--- config.mk ---
export PLATFORM = sky130hd
export DESIGN_NAME = adc_result_slots
export DESIGN_NICKNAME = d
export VERILOG_FILES = /design/src/hdl/adc_slot_pkg.sv /design/src/hdl/adc_result_slots.sv
export SDC_FILE = /design/constraint.sdc
export NUM_CORES = 1
export LEC_CHECK = 0
export ABC_AREA = 1
export CAP_MARGIN = 0
export CORE_AREA = 2 2 130 69
export CTS_BUF_LIST = sky130_fd_sc_hd__clkbuf_8
export DETAILED_ROUTE_END_ITERATION = 10
export DIE_AREA = 0 0 132 71
export DONT_BUFFER_PORTS = 1
export HOLD_SLACK_MARGIN = 0.1
export PLACE_DENSITY_LB_ADDON = 0.3
export SYNTH_ARGS = -nofsm -noshare
export SYNTH_HDL_FRONTEND = slang
export SYNTH_SLANG_ARGS = --single-unit
--- constraint.sdc ---
create_clock -name clk_sys -period 3.2 [get_ports clk_sys]
set_input_delay 0.32 -clock clk_sys [delete_from_list [all_inputs] [get_ports clk_sys]]
set_output_delay 0.32 -clock clk_sys [all_outputs]
set_load 0.005 [all_outputs]
--- src/hdl/adc_slot_pkg.sv ---
// Purpose: shared constants and types for the conversion result slots
// Assumes: 32-bit register bus, word-aligned registers
// Notes:   offsets and interrupt registers are local choices
package adc_slot_pkg;

  // register byte offsets
  localparam logic [7:0] OFS_SLOT5     = 8'h00;
  localparam logic [7:0] OFS_SLOT6     = 8'h04;
  localparam logic [7:0] OFS_SLOT7     = 8'h08;
  localparam logic [7:0] OFS_IRQ_STAT  = 8'h0C;
  localparam logic [7:0] OFS_IRQ_MASK  = 8'h10;

  // field layout of a result slot
  localparam int VALUE_LSB     = 6;
  localparam int VALUE_W       = 10;
  localparam int OVERRUN_BIT   = 1;
  localparam int AVAILABLE_BIT = 0;
  localparam int NUM_SLOTS     = 3;

  // interrupt status layout: bits 2..0 fresh result, bits 5..3 overrun
  localparam int IRQ_W         = 6;

  // reset values
  localparam logic [31:0] SLOT_RESET     = 32'h0000_0000;
  localparam logic [5:0]  IRQ_MASK_RESET = 6'h00;

  // result write from the conversion sequencer
  typedef struct packed {
    logic       strobe;
    logic [1:0] slot;
    logic [9:0] value;
  } result_wr_t;

  // state held by one slot
  typedef struct packed {
    logic [9:0] value;
    logic       overrun;
    logic       available;
  } slot_state_t;

endpackage : adc_slot_pkg

--- src/hdl/adc_result_slots.sv ---
// Purpose: result slots 5 to 7 of the converter, read over APB
// Assumes: sequencer runs on clk_sys; software uses 16/32-bit reads
// Notes:   read flags clear one cycle after the data is returned
//
// The register offsets and the APB slave port were decided locally.
`timescale 1ns/1ps

module adc_result_slots (
  // clock and reset
  input  wire logic                      clk_sys,
  input  wire logic                      rst_b,
  // apb slave
  input  wire logic                      psel,
  input  wire logic                      penable,
  input  wire logic                      pwrite,
  input  wire logic [7:0]                paddr,
  input  wire logic [31:0]               pwdata,
  input  wire logic [3:0]                pstrb,
  output logic      [31:0]               prdata,
  output logic                           pready,
  output logic                           pslverr,
  // sequencer result write
  input  wire adc_slot_pkg::result_wr_t  resultWr,
  // interrupt
  output logic                           irq
);

  // slot storage
  adc_slot_pkg::slot_state_t slot_ff     [adc_slot_pkg::NUM_SLOTS];
  adc_slot_pkg::slot_state_t nxt_slot    [adc_slot_pkg::NUM_SLOTS];
  logic [adc_slot_pkg::IRQ_W-1:0] irqStat_ff;
  logic [adc_slot_pkg::IRQ_W-1:0] nxt_irqStat;
  logic [adc_slot_pkg::IRQ_W-1:0] irqMask_ff;
  logic [31:0]                    prdata_ff;
  logic                           pready_ff;
  logic                           pslverr_ff;
  logic                           irq_ff;
  logic [adc_slot_pkg::NUM_SLOTS-1:0] clrPend_ff;
  logic [adc_slot_pkg::NUM_SLOTS-1:0] nxt_clrPend;

  // next state of one slot; a result write beats a read-clear landing in the same cycle
  function automatic adc_slot_pkg::slot_state_t nextSlot(
    input adc_slot_pkg::slot_state_t cur,
    input logic                      clr,
    input logic                      wr,
    input logic [9:0]                val
  );
    adc_slot_pkg::slot_state_t n;
    n = cur;
    // read-clear drops both flags once the data has gone out
    if (clr) begin
      n.overrun   = 1'b0;
      n.available = 1'b0;
    end
    // a landing clear means the old result was read, so no overrun then
    if (wr) begin
      n.value     = val;
      n.available = 1'b1;
      if (cur.available && !clr)
        n.overrun = 1'b1;
    end
    return n;
  endfunction : nextSlot

  // pack a slot into its 32-bit register image
  function automatic logic [31:0] slotWord(input adc_slot_pkg::slot_state_t s);
    logic [31:0] w;
    w = 32'h0000_0000;
    w[adc_slot_pkg::VALUE_LSB +: adc_slot_pkg::VALUE_W] = s.value;
    w[adc_slot_pkg::OVERRUN_BIT]   = s.overrun;
    w[adc_slot_pkg::AVAILABLE_BIT] = s.available;
    return w;
  endfunction : slotWord

  // bus decode: access phase of a transfer, answered one cycle later
  wire        access    = psel && penable;
  wire        rdAcc     = access && !pwrite;
  wire        wrAcc     = access && pwrite;
  wire        hitSlot5  = (paddr == adc_slot_pkg::OFS_SLOT5);
  wire        hitSlot6  = (paddr == adc_slot_pkg::OFS_SLOT6);
  wire        hitSlot7  = (paddr == adc_slot_pkg::OFS_SLOT7);
  wire        hitStat   = (paddr == adc_slot_pkg::OFS_IRQ_STAT);
  wire        hitMask   = (paddr == adc_slot_pkg::OFS_IRQ_MASK);
  wire        hitAny    = hitSlot5 | hitSlot6 | hitSlot7 | hitStat | hitMask;
  wire [2:0]  hitSlot   = {hitSlot7, hitSlot6, hitSlot5};
  // slots are read-only; a write to them is an error, not a silent drop
  wire        badAcc    = !hitAny || (wrAcc && (|hitSlot));
  // read data from the current state, before any clear
  wire [31:0] rdMux     = hitSlot5 ? slotWord(slot_ff[0]) :
                          hitSlot6 ? slotWord(slot_ff[1]) :
                          hitSlot7 ? slotWord(slot_ff[2]) :
                          hitStat  ? {26'h000_0000, irqStat_ff} :
                          hitMask  ? {26'h000_0000, irqMask_ff} : 32'h0000_0000;
  // byte reads only happen if software breaks the 16/32-bit contract
  // armed from the first access cycle only: re-arming on the answer cycle
  // would wipe a result written on that very edge
  wire        rdClr     = rdAcc && !pready_ff && !badAcc;

  // result write decode; slot code 3 matches no slot and is dropped
  wire [2:0]  wrHit     = {resultWr.strobe && (resultWr.slot == 2'd2),
                           resultWr.strobe && (resultWr.slot == 2'd1),
                           resultWr.strobe && (resultWr.slot == 2'd0)};

  // clear lands the cycle after the read data was captured
  assign nxt_clrPend    = hitSlot & {3{rdClr}};

  // next slot state; one function keeps the three slots alike
  assign nxt_slot[0]    = nextSlot(slot_ff[0], clrPend_ff[0], wrHit[0], resultWr.value);
  assign nxt_slot[1]    = nextSlot(slot_ff[1], clrPend_ff[1], wrHit[1], resultWr.value);
  assign nxt_slot[2]    = nextSlot(slot_ff[2], clrPend_ff[2], wrHit[2], resultWr.value);

  // flag edges feed the sticky status bits
  wire [2:0]  availRise = {nxt_slot[2].available & ~slot_ff[2].available,
                           nxt_slot[1].available & ~slot_ff[1].available,
                           nxt_slot[0].available & ~slot_ff[0].available};
  wire [2:0]  ovrRise   = {nxt_slot[2].overrun & ~slot_ff[2].overrun,
                           nxt_slot[1].overrun & ~slot_ff[1].overrun,
                           nxt_slot[0].overrun & ~slot_ff[0].overrun};
  wire [5:0]  statClr   = (wrAcc && hitStat && pstrb[0]) ? pwdata[adc_slot_pkg::IRQ_W-1:0] : 6'h00;
  // set wins, so an event in the clearing cycle is never lost
  assign nxt_irqStat    = {ovrRise, availRise} | (irqStat_ff & ~statClr);

  // slot storage
  always_ff @(posedge clk_sys or negedge rst_b) begin
    if (!rst_b) begin
      for (int i = 0; i < adc_slot_pkg::NUM_SLOTS; i++) begin
        slot_ff[i] <= adc_slot_pkg::slot_state_t'(12'h000);
      end
    end else begin
      slot_ff <= nxt_slot;
    end
  end

  // pending read-clears
  always_ff @(posedge clk_sys or negedge rst_b) begin
    if (!rst_b) begin
      clrPend_ff <= '0;
    end else begin
      clrPend_ff <= nxt_clrPend;
    end
  end

  // sticky interrupt status
  always_ff @(posedge clk_sys or negedge rst_b) begin
    if (!rst_b) begin
      irqStat_ff <= '0;
    end else begin
      irqStat_ff <= nxt_irqStat;
    end
  end

  // mask register, low byte lane only
  always_ff @(posedge clk_sys or negedge rst_b) begin
    if (!rst_b)
      irqMask_ff <= adc_slot_pkg::IRQ_MASK_RESET;
    else if (wrAcc && hitMask && pstrb[0])
      irqMask_ff <= pwdata[adc_slot_pkg::IRQ_W-1:0];
  end

  // bus outputs registered: answer one cycle after the access phase opens
  always_ff @(posedge clk_sys or negedge rst_b) begin
    if (!rst_b) begin
      pready_ff  <= 1'b0;
      pslverr_ff <= 1'b0;
      prdata_ff  <= adc_slot_pkg::SLOT_RESET;
      irq_ff     <= 1'b0;
    end else begin
      pready_ff  <= access && !pready_ff;
      pslverr_ff <= access && !pready_ff && badAcc;
      prdata_ff  <= (rdAcc && !pready_ff && !badAcc) ? rdMux : 32'h0000_0000;
      irq_ff     <= |(nxt_irqStat & irqMask_ff);
    end
  end

  assign prdata  = prdata_ff;
  assign pready  = pready_ff;
  assign pslverr = pslverr_ff;
  assign irq     = irq_ff;

endmodule : adc_result_slots

==> run metrics, run 1 <==
DR pass1 iterations 4; met2 layer usage reported by global route 21.18%; global-route wire length before repair approximately 11000 um; Die H around 71 um; gpl congestion about 0.74; CTS tree built; commonest cells after routing, fill and taps aside nand2_1 (93), dfrtp_1 (70), o21ai_0 (39), inv_1 (36), nand3_1 (19); Lkg Pwr approximately 1.7 nW; dpl ws between 1 and 1.5 ns; Seq/Total Area, Yosys roughly 54%; GRT busiest layer met1; Die ar. around 0.0094 sq mm; area occupied by multi-input gates 0.001199 sq mm; Hold Path Cell Cnt 1; Hold Path Origin pwdata[0]; Worst EP required between 3 and 4 ns; GR Util All Layers around 16%; Final #Nets around 420; fin crit share between 60% and 70%; status completed; Max Root-Sink Buffers 2; worst r2r src pready$_DFF_PN0_; Cell Rows 24; global route overflow 0; Worst Tran Pin Value approximately 0.94 ns; worst-case reg-to-reg path depth 5; area leader, netlist dfrtp_1; max frequency around 470 MHz; hold-fix buffers at CTS 4; Cell Area, Synth between 0.003 and 0.004 sq mm; routed via count approximately 2300; antenna fix cells 0; Slew Limit Headroom around 37%; VDD IR max between 150 and 200 uV; Initial Util between 30 and 40%; post-route ant nets 0; Synth top area share between 50 and 60%; crit path kind primary input to register; commonest non-fill, non-tap cell in the layout nand2_1; Worst Setup End Kind register; TNS Setup 0 ns; final setup skew between 0.007 and 0.008 ns; RSZ-0062 raised after global routing false; Final Setup Violations 0; pwr/cell area ~500 mW/mm^2; Die Wd 132 um; Core Box Area roughly 0.0083 sq mm; Final Hold Vio Count 0; wire per inst between 10 and 15 um; # DRC 0; Vias/cell about 4.7; CTS sink cnt 70; Hold/Removal Path Class primary input to register; Yosys cell types 30; count of state elements after synthesis 70; FF-to-FF End prdata[15]$_DFF_PN0_; PostCTS Resize Cnt 0; # Post-CTS Setup Buffers 0; Reg clk slew, reported paths roughly 0.070 ns; Clock Tree Root clkbuf_8; cts bufs inserted 9; syn avg cell area around 9 sq um; hold endpoint irqMask_ff[0]$_DFFE_PN0P_; r2r setup slk between 1.5 and 2 ns; fin. max-slew vios 0; I/O pin cnt 97; Total Wirelength 6738 um; I/O Buffers 0; fill cell count 834; GR Util met1 approximately 22%; final critical-path required period approximately 2.1 ns; initial antenna violation count 0; met3 GRT Util between 7 and 8%; largest net degree at the start of global routing between 70 and 80; layout cells sized above 1 around 13%; vias in the first global route 2150; arrival time at the worst endpoint between 2 and 2.5 ns; CP startpoint kind primary input; H-tree Lvls 3; Synth area leaders dfrtp_1 (54%), nand2_1 (11%), o21ai_0 (6.1%); Warnings, synthesis 0; Syn-to-layout area delta 7.967%; Max Cap Violations 0; crit-path max FO 15; clock latency on the worst-skew pair between 0.3 and 0.4 ns; Starting DRT DRC Count 120; Worst Slack Setup Final 1.082 ns; post-detail-place hpwl between 4000 and 5000 um; FF+latch area about 0.0018 sq mm; cells after synthesis about 360
==> cell usage after synthesis (all sizes together) <==
master	n
inv	35
nor2	32
nor3	4
a22o	4
a21oi	12
clkbuf	7
nand3b	1
or2	1
nand3	22
o211ai	1
nand4	1
nand2	97
conb	1
o21ai	39
dfrtp	70
clkinv	3
buf	20
o2111ai	2
mux2	4
==> routing by layer <==
layer,share of wire [%],up-vias
met4,0.43,0
met3,10,3
li1,-,1109
met1,47,1075
met2,42,77
met5,0,-
==> cell families (layout without fill, tap and decap cells) <==
logic type | count (synthesis) | after routing | synth area share (%)
mux | 4 | 4 | 1.399
simple gates | 158 | 158 | 23.75
buf+inv | 65 | 58 | 10.10
other cells | 1 | 16 | 0.1165
flops | 70 | 70 | 54.41
compound gates | 58 | 58 | 10.22
==> through the flow <==
stage | total power, mW | hold slack (ns) | util (%) | instances | instance area (sq um)
global route | 1.806 | 0.1020 | 41.79 | 481 | 3476
finish | 1.721 | 0.1175 | 41.79 | 481 | 3476
CTS | 1.741 | 0.1039 | 41.67 | 480 | 3466
detailed placement | 1.092 | 0.02631 | 38.96 | 461 | 3241
global placement | 1.085 | 0.02639 | 38.96 | 461 | 3241
floorplan | 1.082 | 0.02441 | - | 371 | 3276
==> flip-flops by register name, indices dropped and copies added (netlist names) <==
name / cells
pready: 1
irqStat_ff: 6
irq: 1
pslverr: 1
prdata: 16
slot_ff: 36
irqMask_ff: 6
clrPend_ff: 3
==> critical path: stages <==
cell	delay, ns
dlygate4sd3_1	0.53
nand2_1	0.05
dlygate4sd3_1	0.54
nor2_1	0.13
inv_1	0.07
nor2_1	0.21
nand3_4	0.28
nor2_1	0.24
==> final cells by class <==
class | instances | share of cell area, %
well taps | 117 | 4.212
flip-flops and latches | 70 | 50.40
inverters | 38 | 4.140
multi-input cells | 236 | 34.49
repair buffers | 5 | 1.944
clock inverters | 4 | 0.4680
clock buffers | 11 | 4.356
==> power by group <==
part / leakage [nW] / internal, mW / switching, mW / total (mW)
combinational: 0.707 / 0.0400 / 0.0788 / 0.119
clock: 0.0990 / 0.310 / 0.311 / 0.620
sequential: 0.900 / 0.947 / 0.0341 / 0.981
total: 1.71 / 1.30 / 0.424 / 1.72
==> how the worst max path moves through the flow <==
stage / from / endpoint / slack [ns] / cells past startpoint
final: penable / prdata[15]$_DFF_PN0_ / 1.08 / 8
after global routing: penable / prdata[15]$_DFF_PN0_ / 1.00 / 8
after CTS: penable / prdata[1]$_DFF_PN0_ / 1.10 / 8
after detailed placement: paddr[4] / prdata[8]$_DFF_PN0_ / 1.35 / 7
after global placement: paddr[1] / prdata[0]$_DFF_PN0_ / 1.30 / 6
after floorplan: paddr[4] / prdata[10]$_DFF_PN0_ / 1.84 / 8
No activity file was read; power rests on OpenSTA's default activity.
==> run 2: changes to the inputs <==
clock period = 1.85 ns   (was 3.2 ns; I/O delays follow)
==> run metrics, run 2 (same netlist as run 1, synthesis figures left out) <==
Clock Tree Root clkbuf_8 (unchanged); vias in the first global route 2297 (was 2150); PostCTS Resize Cnt 0 (unchanged); Slew Limit Headroom 58.40% (was 36.68%); Cell Rows 24 (unchanged); final instance area 0.003760 sq mm (was 0.003476 sq mm); CTS sink cnt 70 (unchanged); power after layout 3.296 mW (was 1.721 mW); Starting DRT DRC Count 140 (was 120); commonest cells after routing, fill and taps aside nand2_1 (93), dfrtp_1 (70), o21ai_0 (39), inv_1 (33), dlygate4sd3_1 (21) (was nand2_1 (93), dfrtp_1 (70), o21ai_0 (39), inv_1 (36), nand3_1 (19)); sw power 0.7392 mW (was 0.4236 mW); crit-path max FO 21 (was 15); FF+latch area 0.001752 sq mm (unchanged); VDD IR max 276.3 uV (was 195.1 uV); dpl cell area 0.003301 sq mm (was 0.003241 sq mm); H-tree Lvls 3 (unchanged); clock latency on the worst-skew pair 0.34 ns (was 0.35 ns); CTS tree built (unchanged); layout cells sized above 1 14.91% (was 12.91%); final setup skew 0.006976 ns (was 0.007055 ns); Max Cap Violations 0 (unchanged); post-layout util 45.20% (was 41.79%); initial antenna violation count 0 (unchanged); Clk pwr share 41.1% (was 36.1%); Die Wd 132 um (unchanged); DR pass1 iterations 4 (unchanged); RSZ-0062 raised after global routing false (unchanged); Int Pwr 2.556 mW (was 1.297 mW); global-route wire length before repair 11390 um (was 11130 um); Final Setup Violations 0 (unchanged); Core Box Area 0.008318 sq mm (unchanged); cts bufs inserted 9 (unchanged); TNS Setup 0 ns (unchanged); Final Hold Vio Count 0 (unchanged); I/O Buffers 0 (unchanged); CP top delay family buffers and inverters (unchanged); Total Wirelength 6816 um (was 6738 um); Worst EP required 2.05 ns (was 3.46 ns); Sequential Power Share 51.5% (was 57.0%); Hold/Removal Path Class primary input to register (unchanged); Lkg Pwr 1.836 nW (was 1.707 nW); status completed (unchanged); combinational cell fraction of total power 7.4% (was 6.9%); Reg with most FFs slot_ff (unchanged); I/O pin cnt 97 (unchanged); global route overflow 0 (unchanged); Syn-to-layout area delta 16.79% (was 7.967%); CP startpoint kind primary input (unchanged); CP max-delay cell dlygate4sd3_1 (unchanged); Final #Nets 447 (was 422); final critical-path required period about 1.6 ns; fin. max-slew vios 0 (unchanged); post-detail-place hpwl 4679 um (was 4657 um); Largest register FFs 36 (unchanged); Worst Slack Setup Final 0.2447 ns (was 1.082 ns); max frequency 622.9 MHz; Worst Setup End Kind register (unchanged); largest net degree at the start of global routing 71 (unchanged); fill cell count 807 (was 834); Worst Tran Pin Value 0.6233 ns (was 0.9447 ns); post-route ant nets 0 (unchanged); Initial Util 38.70% (unchanged); Die ar. 0.009372 sq mm (unchanged); cell chain of the critical path dlygate4sd3_1 -> nor3_1 -> inv_1 -> nand2_1 -> o21ai_0 (was dlygate4sd3_1 -> nand2_1 -> dlygate4sd3_1 -> nor2_1 -> inv_1 -> nor2_1 -> nand3_4 -> nor2_1); Vias/cell 4.555 (was 4.707); dpl ws 0.3656 ns (was 1.354 ns); GR Util All Layers 15.99% (was 15.65%); pwr/cell area 876.5 mW/mm^2 (was 495.0 mW/mm^2); crit path kind primary input to register (unchanged); Reg clk slew, reported paths 0.07 ns (about the same); Crit path buffers/inverters 2 (was 3); Die H 71 um (unchanged); fin crit share approximately 87%; commonest non-fill, non-tap cell in the layout nand2_1 (unchanged); switching share of power 22.43% (was 24.62%); arrival time at the worst endpoint 1.80 ns (was 2.37 ns); gpl congestion 0.7397 (was 0.7434); Max Root-Sink Buffers 2 (unchanged); wire per inst 13.47 um (was 14.01 um); area occupied by multi-input gates 0.001199 sq mm (unchanged); routed via count 2305 (was 2264); antenna fix cells 0 (unchanged); Max stage delay on crit path 0.55 ns (was 0.54 ns); # DRC 0 (unchanged)
[run 2: changes by cell type in the layout (fill, tap and decap cells not counted)]
cell	delta
dlygate4sd3_1	+17
bufinv_16	+2
clkinv_2	+1
inv_1	-3
buf_4	+8
[run 2: layout make-up]
cell class                      count  area share [%]
Multi-Input combinational cell    236           31.88
Timing Repair Buffer               30           7.920
Tap cell                          117           3.893
Inverter                           38           3.827
Sequential cell                    70           46.59
Clock buffer                       11           4.027
Clock inverter                      4           1.864
[run 2: final timing paths]
kind                                         start                 endpoint  slack [ns]  cells after the start
max reg2reg                       pready$_DFF_PN0_     prdata[15]$_DFF_PN0_        0.38                      5
max                                   resultWr[10]  slot_ff[33]$_DFFE_PN0N_        0.24                      5
min in group asynchronous                    rst_b  slot_ff[18]$_DFFE_PN0N_        0.39                      2
max in group asynchronous                    rst_b      prdata[8]$_DFF_PN0_        1.17                      2
min                                   resultWr[12]     slot_ff[1]$_DFF_PN0_        0.13                      4
min reg2reg                clrPend_ff[2]$_DFF_PN0_     slot_ff[1]$_DFF_PN0_        0.44                      1
[run 2: worst min-delay path, delay by kind of cell]
kind	cells	cell delay (ns)
and+or+nand+nor	3	0.16
AOI/OAI and AO/OA	1	0.07
[run 2: power by group through the flow]
stage                     combinational, mW  clock, mW  sequential, mW
after global routing                  0.284       1.49            1.71
after detailed placement              0.171          0            1.72
after floorplan                       0.162          0            1.71
final                                 0.244       1.36            1.70
after global placement                0.164          0            1.72
after CTS                             0.248       1.41            1.69
[run 2: timing repair]
action	CTS	global route
hold endpoints to repair	115	0
setup buffers	0	0
hold buffers	22	0
[run 2: metal layers]
metal  global-route usage (%)  routed length [um]  up-vias
li1                         -                   -     1153
met1                    22.19                3454     1086
met2                    22.69                2819       64
met3                    7.168                 529        2
met4                    4.348                  12        0
met5                        0                   0        -
[run 2: stage by stage]
stage / instances / hold slack (ns)
after floorplan: 371 / -0.1106
after global placement: 469 / -0.1086
after detailed placement: 469 / -0.1088
after CTS: 506 / 0.1053
after global routing: 506 / 0.1595
final: 506 / 0.1266
